### src/twr_defs.vh
// Overview of operation
// RULE_01: every address and data byte moves most significant bit first.
// RULE_02: a write byte not acknowledged leaves the data line released high.
// RULE_03: master not acknowledging a read byte ends reading; data line released.
// RULE_04: first write byte after the slave address loads the base register address.
// RULE_05: first data byte hits base address, each later one the next address.
// RULE_06: address stops incrementing at the highest implemented register.
// RULE_07: a base address above the highest register is not acknowledged.
// RULE_08: master loads the base address by a write holding only that byte.
// RULE_09: a read starts at the base address last loaded by a write.
// RULE_10: reading advances the register address after every byte sent.
// RULE_11: data rising while clock high is a stop; slave returns to idle.
// RULE_12: repeated start restarts address decoding, keeping the stored base address.
// RULE_13: first byte is 7-bit address plus direction; match acknowledged on ninth pulse.
// RULE_14: data falling while clock high is a start, recognised from idle.
// RULE_15: data changes while clock low; changes while clock high are start or stop.
// RULE_16: the answered slave address depends on the address select pin.
// RULE_17: a written byte is committed when its acknowledge is given.
`ifndef TWR_DEFS_VH
`define TWR_DEFS_VH

// seven-bit slave address with the select pin as lowest bit
`define TWR_SLAVE_ADDR_HI 6'h26
`define TWR_MAX_REG_ADDR 8'hee
`define TWR_BASE_RESET 8'h00
`define TWR_BIT_LAST 4'h7
`define TWR_BIT_FIRST 4'h0
`define TWR_BYTE_BITS 4'h8
`define TWR_CNT_STEP 4'h1
`define TWR_ADDR_STEP 8'h01
`define TWR_DIR_READ 1'b1
`define TWR_DRIVE_LEVEL 1'b0

`endif

### src/twr_line_sync.v
`timescale 1ns/1ps
`default_nettype none
// two-flop synchroniser for the bus lines, plus one stage for edge finding
module twr_line_sync #(
  parameter WIDTH = 2
) (
  // clock and reset
  input wire clock_i,
  input wire rst_i,
  // lines
  input wire [WIDTH-1:0] line_i,
  output wire [WIDTH-1:0] level_o,
  output wire [WIDTH-1:0] prev_o
);
  reg [WIDTH-1:0] meta_q;
  reg [WIDTH-1:0] sync_q;
  reg [WIDTH-1:0] prev_q;

  always @(posedge clock_i or posedge rst_i) begin
    if (rst_i) begin
      meta_q <= {WIDTH{1'b1}};
      sync_q <= {WIDTH{1'b1}};
      prev_q <= {WIDTH{1'b1}};
    end else begin
      meta_q <= line_i;
      sync_q <= meta_q;
      prev_q <= sync_q;
    end
  end

  assign level_o = sync_q;
  assign prev_o = prev_q;
endmodule // twr_line_sync
`default_nettype wire

### src/twr_slave.v
`timescale 1ns/1ps
`default_nettype none
`include "twr_defs.vh"
module twr_slave #(
  parameter REG_COUNT = 239
) (
  // clock and reset
  input wire clock_i,
  input wire rst_i,
  // serial bus
  input wire scl_i,
  input wire sda_i,
  output wire sda_o,
  output wire sda_oe_o,
  // strap
  input wire address_select_pin_i,
  // register side
  output reg [7:0] reg_addr_o,
  output reg [7:0] reg_wdata_o,
  output reg reg_we_o,
  input wire [7:0] reg_rdata_i,
  output reg busy_o
);
  // ==========================================================
  // state codes
  localparam ST_IDLE = 4'h0;
  localparam ST_DEV = 4'h1;
  localparam ST_DEV_ACK = 4'h2;
  localparam ST_WADDR = 4'h3;
  localparam ST_WDATA = 4'h4;
  localparam ST_WACK = 4'h5;
  localparam ST_RDATA = 4'h6;
  localparam ST_RACK = 4'h7;

  // ==========================================================
  // address range
  // the register count sets the saturation point of the auto-increment
  localparam [31:0] LAST_REG = REG_COUNT - `TWR_ADDR_STEP;
  wire [7:0] max_addr;
  assign max_addr = LAST_REG[7:0];

  // ==========================================================
  // synchronised pins
  // select pin, clock and data each pass two flops before use
  wire [2:0] lvl;
  wire [2:0] prv;
  twr_line_sync #(
    .WIDTH(3)
  ) u_sync (
    .clock_i(clock_i),
    .rst_i(rst_i),
    .line_i({address_select_pin_i, scl_i, sda_i}),
    .level_o(lvl),
    .prev_o(prv)
  );

  // previous levels give the edges and the start and stop conditions
  wire sel;
  wire scl;
  wire sda;
  wire scl_rise;
  wire scl_fall;
  wire start_det;
  wire stop_det;
  assign sel = lvl[2];
  assign scl = lvl[1];
  assign sda = lvl[0];
  assign scl_rise = lvl[1] & ~prv[1];
  assign scl_fall = ~lvl[1] & prv[1];
  // data moving while clock stays high is a condition, not data
  assign start_det = scl & prv[1] & prv[0] & ~sda; // [RULE_14] [RULE_15]
  assign stop_det = scl & prv[1] & ~prv[0] & sda; // [RULE_11] [RULE_15]

  // ==========================================================
  // decoding shared by several branches
  // saturating increment used by the write and the read path
  function [7:0] next_addr;
    input [7:0] a;
    input [7:0] top;
    begin
      if (a >= top)
        next_addr = top; // [RULE_06]
      else
        next_addr = a + `TWR_ADDR_STEP;
    end
  endfunction

  // slave address match, low address bit taken from the select pin
  function addr_match;
    input [6:0] a;
    input s;
    begin
      addr_match = (a == {`TWR_SLAVE_ADDR_HI, s}); // [RULE_16]
    end
  endfunction

  // ==========================================================
  // registers
  reg [3:0] state_q;
  reg [3:0] state_d;
  // bit counter within the current byte
  reg [3:0] cnt_q;
  reg [3:0] cnt_d;
  // shift register, receive and transmit
  reg [7:0] shift_q;
  reg [7:0] shift_d;
  // stored base address survives repeated starts
  reg [7:0] base_q;
  reg [7:0] base_d;
  // direction bit of the last matched address byte
  reg dir_q;
  reg dir_d;
  // master acknowledged the last read byte
  reg ack_q;
  reg ack_d;
  // pull the data pin low
  reg drive_q;
  reg drive_d;
  // next values of the register side outputs
  reg [7:0] addr_d;
  reg [7:0] wdata_d;
  reg we_d;
  reg busy_d;

  // ==========================================================
  // next state
  // bus events reach this logic about three clocks after the pins;
  // the bus clock must stay low long enough for that lag, which the
  // eight-clock link period leaves room for.
  // read data is taken from reg_rdata_i a whole bus bit after reg_addr_o
  // moves, so the register file may decode it combinationally
  always @* begin
    state_d = state_q;
    cnt_d = cnt_q;
    shift_d = shift_q;
    base_d = base_q;
    dir_d = dir_q;
    ack_d = ack_q;
    drive_d = drive_q;
    addr_d = reg_addr_o;
    wdata_d = reg_wdata_o;
    we_d = 1'b0;
    busy_d = busy_o;
    if (start_det) begin
      // repeated start keeps base_q untouched
      state_d = ST_DEV; // [RULE_12]
      cnt_d = `TWR_BIT_FIRST;
      ack_d = 1'b0;
      drive_d = 1'b0;
      busy_d = 1'b1;
    end else if (stop_det) begin
      state_d = ST_IDLE; // [RULE_11]
      ack_d = 1'b0;
      drive_d = 1'b0;
      busy_d = 1'b0;
    end else begin
      case (state_q)
        ST_IDLE: begin
          // wait here until a start condition
          drive_d = 1'b0;
        end
        ST_DEV, ST_WADDR, ST_WDATA: begin
          // a byte is complete at the clock fall after its eighth bit
          if (scl_rise) begin
            shift_d = {shift_q[6:0], sda}; // [RULE_01]
            cnt_d = cnt_q + `TWR_CNT_STEP;
          end else if (scl_fall && cnt_q == `TWR_BYTE_BITS) begin
            cnt_d = `TWR_BIT_FIRST;
            if (state_q == ST_DEV) begin
              if (addr_match(shift_q[7:1], sel)) begin // [RULE_13]
                // register address is set up now so read data settles early
                drive_d = 1'b1;
                dir_d = shift_q[0];
                addr_d = base_q; // [RULE_09]
                state_d = ST_DEV_ACK;
              end else begin
                state_d = ST_IDLE;
              end
            end else if (state_q == ST_WADDR) begin
              if (shift_q > max_addr) begin
                // line stays released, master may stop
                state_d = ST_IDLE; // [RULE_07] [RULE_02]
              end else begin
                base_d = shift_q; // [RULE_04] [RULE_08]
                addr_d = shift_q;
                drive_d = 1'b1;
                state_d = ST_WACK;
              end
            end else begin
              // byte is committed with its acknowledge, not at stop
              wdata_d = shift_q;
              addr_d = base_q; // [RULE_05]
              we_d = 1'b1; // [RULE_17]
              base_d = next_addr(base_q, max_addr); // [RULE_05] [RULE_06]
              drive_d = 1'b1;
              state_d = ST_WACK;
            end
          end
        end
        ST_DEV_ACK: begin
          if (scl_fall) begin
            cnt_d = `TWR_BIT_FIRST;
            if (dir_q == `TWR_DIR_READ) begin
              // first bit goes out as the acknowledge pulse ends
              shift_d = {reg_rdata_i[6:0], 1'b0};
              drive_d = ~reg_rdata_i[7]; // [RULE_01]
              state_d = ST_RDATA;
            end else begin
              // next byte is the base register address
              drive_d = 1'b0;
              state_d = ST_WADDR;
            end
          end
        end
        ST_WACK: begin
          // release the acknowledge and wait for the next data byte
          if (scl_fall) begin
            drive_d = 1'b0;
            cnt_d = `TWR_BIT_FIRST;
            state_d = ST_WDATA;
          end
        end
        ST_RDATA: begin
          if (scl_fall) begin
            if (cnt_q == `TWR_BIT_LAST) begin
              // release for the master's acknowledge, next register selected
              drive_d = 1'b0;
              base_d = next_addr(base_q, max_addr); // [RULE_10] [RULE_06]
              addr_d = next_addr(base_q, max_addr);
              state_d = ST_RACK;
            end else begin
              drive_d = ~shift_q[7];
              shift_d = {shift_q[6:0], 1'b0};
              cnt_d = cnt_q + `TWR_CNT_STEP;
            end
          end
        end
        ST_RACK: begin
          if (scl_rise) begin
            if (sda) begin
              // no acknowledge: end of data, line stays released
              state_d = ST_IDLE; // [RULE_03]
            end else begin
              ack_d = 1'b1;
            end
          end else if (scl_fall && ack_q) begin
            ack_d = 1'b0;
            cnt_d = `TWR_BIT_FIRST;
            shift_d = {reg_rdata_i[6:0], 1'b0};
            drive_d = ~reg_rdata_i[7]; // [RULE_10]
            state_d = ST_RDATA;
          end
        end
        default: begin
          state_d = ST_IDLE;
        end
      endcase
    end
  end

  // ==========================================================
  // state registers
  always @(posedge clock_i or posedge rst_i) begin
    if (rst_i) begin
      state_q <= ST_IDLE;
      cnt_q <= `TWR_BIT_FIRST;
      shift_q <= 8'h00;
      base_q <= `TWR_BASE_RESET;
      dir_q <= 1'b0;
      ack_q <= 1'b0;
      drive_q <= 1'b0;
    end else begin
      state_q <= state_d;
      cnt_q <= cnt_d;
      shift_q <= shift_d;
      base_q <= base_d;
      dir_q <= dir_d;
      ack_q <= ack_d;
      drive_q <= drive_d;
    end
  end

  // ==========================================================
  // register side outputs
  always @(posedge clock_i or posedge rst_i) begin
    if (rst_i) begin
      reg_addr_o <= `TWR_BASE_RESET;
      reg_wdata_o <= 8'h00;
      reg_we_o <= 1'b0;
      busy_o <= 1'b0;
    end else begin
      // write strobe is a single-cycle pulse
      reg_addr_o <= addr_d;
      reg_wdata_o <= wdata_d;
      reg_we_o <= we_d;
      busy_o <= busy_d;
    end
  end

  // ==========================================================
  // serial data pin: open drain, only ever pulls low
  assign sda_o = `TWR_DRIVE_LEVEL;
  assign sda_oe_o = drive_q;
endmodule // twr_slave
`default_nettype wire

### config.mk
export PLATFORM = sky130hd
export DESIGN_NAME = twr_slave
export DESIGN_NICKNAME = d
export VERILOG_FILES = /design/src/twr_line_sync.v /design/src/twr_slave.v
export VERILOG_INCLUDE_DIRS = /design/src /design/src/src
export SDC_FILE = /design/constraint.sdc
export NUM_CORES = 1
export LEC_CHECK = 0
export BUFFER_PORTS_ARGS = -buffer_cell sky130_fd_sc_hd__buf_4
export CORE_MARGIN = 5
export CORE_UTILIZATION = 42
export CTS_BUF_LIST = sky130_fd_sc_hd__clkbuf_8
export DETAILED_ROUTE_END_ITERATION = 12
export GPL_TIMING_DRIVEN = 0
export SLEW_MARGIN = 10
export SYNTH_ARGS = -nofsm -noshare
export SYNTH_HDL_FRONTEND = slang
export SYNTH_HIERARCHICAL = 1
export SYNTH_SLANG_ARGS = --single-unit
### constraint.sdc
create_clock -name clock_i -period 3.1 [get_ports clock_i]
set_input_delay 0.62 -clock clock_i [delete_from_list [all_inputs] [get_ports clock_i]]
set_output_delay 0.62 -clock clock_i [all_outputs]
set_load 0.03 [all_outputs]
# == Word level (Yosys, flattened, before mapping) ==
# Cells that the tools add are included.
# op_classes
n_eq_ne,45
bitwise,18
magnitude_cmp,2
add_sub_neg,2
mux,81
reduce_logical,21
# op_table
cell,count
8-bit 2-to-1 mux,20
4-bit 2-to-1 mux,22
"4-bit inequality test, second input constant",11
8-bit one-hot mux with 2 select lines,2
8-bit one-hot mux with 4 select lines,1
1-bit 2-to-1 mux,30
9-bit AND reduction,3
"2-bit inequality test, second input constant",12
4-bit one-hot mux with 6 select lines,1
"3-bit inequality test, second input constant",7
"4-bit by 3-bit equality test with 1-bit output, second input constant",5
10-bit AND reduction,2
4-bit one-hot mux with 4 select lines,1
7-bit AND reduction,2
1-bit inverter,11
"5-bit inequality test, second input constant",2
"8-bit by 1-bit adder with 8-bit output, second input constant",1
"4-bit by 2-bit equality test with 1-bit output, second input constant",2
"8-bit >= comparator, second input constant",1
"8-bit greater-than comparator, second input constant",1
8-bit AND reduction,1
4-bit nonzero test,2
8-bit nonzero test,1
1-bit bitwise AND,7
18 further kinds,21
# totals
register_bits,53
output_inout_bits,20
in_bits,13

# == Longest topological paths before layout ==
# depth
word_depth,9
depth_mapped,8
ltp_nobuf,7

# == Cells and area by module ==
# Netlist, hierarchy kept.
# modules_own_cells
mod,area_per_inst_um2,cells_per_inst,seq_area_each_um2,instances
twr_slave,2874.0,303,1101.1,1
twr_line_sync,240.2,10,236.5,1

# == Worst setup path before layout ==
# OpenSTA, ideal clock, no wires.
# synth_timing
kind,reg2reg
start,"register u_sync.sync_q[1], in the netlist u_sync/level_o[1]"
end,register shift_q[0]
stages_incl_launch_ff,7
path_slack_ns,0.944
arrival_time_ns,2.031
setup_time_ns,0.125
cell_sequence,dfstp_2 nor2b_1 a21oi_1 o221a_2 or4b_1 clkbuf_1 mux2_2
# synth_via
elab_chain_len,5
# synth_rtl
item,line,text
"start, declared",twr_line_sync.v:16,reg [WIDTH-1:0] sync_q;
"start signal, assigned",twr_line_sync.v:22,sync_q <= {WIDTH{1'b1}};
"start signal, assigned",twr_line_sync.v:26,sync_q <= meta_q;
1-bit bitwise AND / 1-bit inverter (equally long branches),"twr_slave.v:71, twr_slave.v:72, twr_slave.v:69",
1-bit bitwise AND (on tied branches),"twr_slave.v:72, twr_slave.v:69, twr_slave.v:71",
1-bit bitwise AND (tied with other cells),twr_slave.v:72,assign stop_det = scl & prv[1] & ~prv[0] & sda;
1-bit inverter (no source line) / 2-bit inequality test (equally long branches),--,
10-bit AND reduction (no source line) *,--,
"end signal, assigned",twr_slave.v:275,shift_q <= shift_d;
"end, declared",twr_slave.v:105,reg [7:0] shift_q;
# Every way passes the cells marked *; elsewhere a longest branch is shown, timed or not.
# A chain may end at the register's enable or synchronous reset.

# == Final worst setup path ==
# layout_timing
start,register state_q[0]
end,register reg_addr_o[5]
# layout_via
elab_chain_len,6
# layout_rtl
item,line,text
"start, declared",twr_slave.v:99,reg [3:0] state_q;
"start signal, assigned",twr_slave.v:273,state_q <= state_d;
4-bit by 2-bit equality test with 1-bit output,--,
8-bit 2-to-1 mux,twr_slave.v:179,end else if (state_q == ST_WADDR) begin
8-bit 2-to-1 mux,twr_slave.v:169,if (state_q == ST_DEV) begin
8-bit 2-to-1 mux,twr_slave.v:167,end else if (scl_fall && cnt_q == `TWR_BYTE_BITS) begin
8-bit 2-to-1 mux,twr_slave.v:164,if (scl_rise) begin
8-bit one-hot mux with 2 select lines,twr_slave.v:157,case (state_q)
"end signal, assigned",twr_slave.v:287,reg_addr_o <= `TWR_BASE_RESET;
"end signal, assigned",twr_slave.v:293,reg_addr_o <= addr_d;
"end, declared",twr_slave.v:18,"output reg [7:0] reg_addr_o,"
# Parallel ways exist; a longest one is shown, timed or not. The select of a mux whose other input is x is not followed.

==> flow_summary.yaml <==
timing:
  rsz0062_at_grt: "false"
  period_needed_ns: 2.657
  maxSlewHeadroom_pct: 35.13
  tightest_slew_ns: 0.9650
  post-route-period-util_pct: 85.71
  fin_worst_hold_slack_ns: 0.3344
  setup_viol: 0
  fin_setup_tns_ns: 0
  max_freq_ghz: 0.3764
  drv_slew: 0
  clock_skew_ns: 0.005376
  hold_violations: 0
  fin_ws_ns: 0.4430
power_and_ir_drop:
  peakVddDrop_mv: 0.3884
  powerDensity_nw_per_um2: 654.6
  power_mw: 2.338
  p_leak_nw: 1.644
placement:
  postPlaceCellArea_um2: 3465
  place_hpwl_um: 5568
  io_buffer_count: 31
  gp_congestion: 0.9207
  dp.cells: 443
  place_ws_ns: 0.5331
grt:
  track_usage_pct: 17.35
  grt_pass1_wl_um: 12320
  overflow: 0
  antenna_found_initial: 0
  grt_start_max_net_pins: 26
  grt_pass1_vias: 2460
setup_path:
  start_kind: "flop"
  crit_arrival_ns: 2.85
  worstSetupEndpointType: "flop"
  worst-path-buf-inv: 1
  worstSetupPathType: "flop to flop"
  crit_family: "simple AND/OR/NAND/NOR gates"
  slowest_delay_ns: 0.58
  crit_required_ns: 3.30
  r2r_start: "state_q[0]"
  rrSetupSlack_ns: 0.44
  crit_chain: "clkbuf_1, nand3b_1, nor3_1, a211oi_2, o21ai_2, mux2_2"
  r2r_cells: 6
  critPathSlowestCell: "nor3_1"
  path_max_fanout: 10
  r2r-end: "reg_addr_o[5]"
layout:
  antennaDiodeCount: 0
  multi_input_area_um2: 1663
  num-nets-final: 368
  area.growth.synth_to_final_pct: 15.68
  fin_cells: 451
  nFillCells: 731
  stdcell_area_um2: 3572
  layout-drive-gt1-share_pct: 28.13
  register_area_um2: 1311
  final_core_util_pct: 49.51
floorplan:
  initial_core_util_pct: 42.80
  die_y_um: 95.75
  ios: 33
  die_area_um2: 9167
  chipWidth_um: 95.75
  num_rows: 31
  coreArea_um2: 7214
clock_network:
  clockRootBuffer: "clkbuf_8"
  cts_buffers: 5
  cts_max_level: 2
  postCtsResizedCells: 0
  cts.clk_slew.worst_paths_ns: 0.09
  clock-sinks: 52
  clk_latency_ns: 0.30
  cts_tree: "done"
  clock_path_buffers: 2
  holdBufCountCts: 0
  cts_setup_buffers: 0
detailed_routing:
  first_pass_iters: 4
  vias: 2540
  ant_nets: 0
  drt_wl_total_um: 7490
  drc: 0
  wl_per_cell_um: 16.61
  via_per_inst: 5.632
  drt_iter0_markers: 134
synthesis:
  synth_area_um2: 3088
  syn_avg_cell_area_um2: 9.897
  syn-num-nets: 329
  synth_warnings: 6
  syn_inst: 312
hold_path:
  hold_path_class: "primary input to asynchronous set/reset pin"
job:
  cap_violations: 0
status:
  status: "finished clean"
[flip-flops by register name, indices dropped and copies added, names as in the netlist]
name            cells
busy_o              1
state_q             3
dir_q               1
cnt_q               4
reg_wdata_o         8
reg_addr_o          8
u_sync/level_o      3
ack_q               1
base_q              8
u_sync/prev_o       2
sda_oe_o            1
reg_we_o            1
u_sync/meta_q       3
shift_q             8
[layout make-up]
cell class | count | area share (%)
inverter | 10 | 1.051
tap | 99 | 3.468
clock inverter | 3 | 1.086
timing repair buffer | 32 | 7.075
multi-input combinational | 231 | 46.55
clock buffer | 5 | 1.926
sequential | 52 | 36.71
buffer | 19 | 2.137
[per-layer routing]
layer,vias up,GRT usage [%],part of all wire (%)
met3,13,2.658,3.4
met2,58,29.47,50
met4,0,4.976,1.5
li1,1222,-,-
met1,1247,22.89,45
met5,-,0,0
[placed cells by master, fill, tap and decap left out, types with 2 or more instances in the layout]
master	n
dfrtp_1	44
mux2_2	39
buf_4	32
nand2_1	26
nor2_1	21
a21oi_1	18
clkbuf_1	16
nand3_1	11
inv_1	10
o21ai_0	9
dfstp_2	8
nor3_1	6
and3_1	6
and3b_1	5
nand2b_1	5
a31oi_1	5
clkbuf_8	5
nor2b_1	4
nand3b_1	4
o32ai_1	4
a211oi_1	4
o22ai_1	4
mux2i_1	4
ha_1	4
xnor2_1	3
o31ai_1	3
or2_2	3
o221ai_1	3
a21boi_0	3
xor2_1	2
a311oi_1	2
a22o_1	2
o21a_1	2
[worst reg2reg max path: cells and delay by family, from the launching register on]
| kind | cells | cell delay, ns |
|---|---|---|
| simple gates | 2 | 1.01 |
| flops | 1 | 0.42 |
| mux | 1 | 0.40 |
| compound gates | 2 | 0.37 |
| buf+inv | 1 | 0.35 |
[how the worst max path moves through the flow]
stage,end,from,slack [ns],cells after the start
floorplan,shift_q[0],u_sync/level_o[1],0.94,6
global placement,reg_addr_o[7],state_q[0],0.51,6
detailed placement,reg_addr_o[0],state_q[0],0.53,6
CTS,reg_addr_o[0],state_q[0],0.49,6
global route,shift_q[0],u_sync/level_o[1],0.34,6
finish,reg_addr_o[5],state_q[0],0.44,6
[power by group]
group | internal, mW | switching, mW | leakage, nW | total [mW]
Clock | 0.237 | 0.223 | 0.0593 | 0.460
Sequential | 0.776 | 0.147 | 0.677 | 0.923
Combinational | 0.424 | 0.531 | 0.907 | 0.956
No activity file was read; power rests on OpenSTA's default activity.
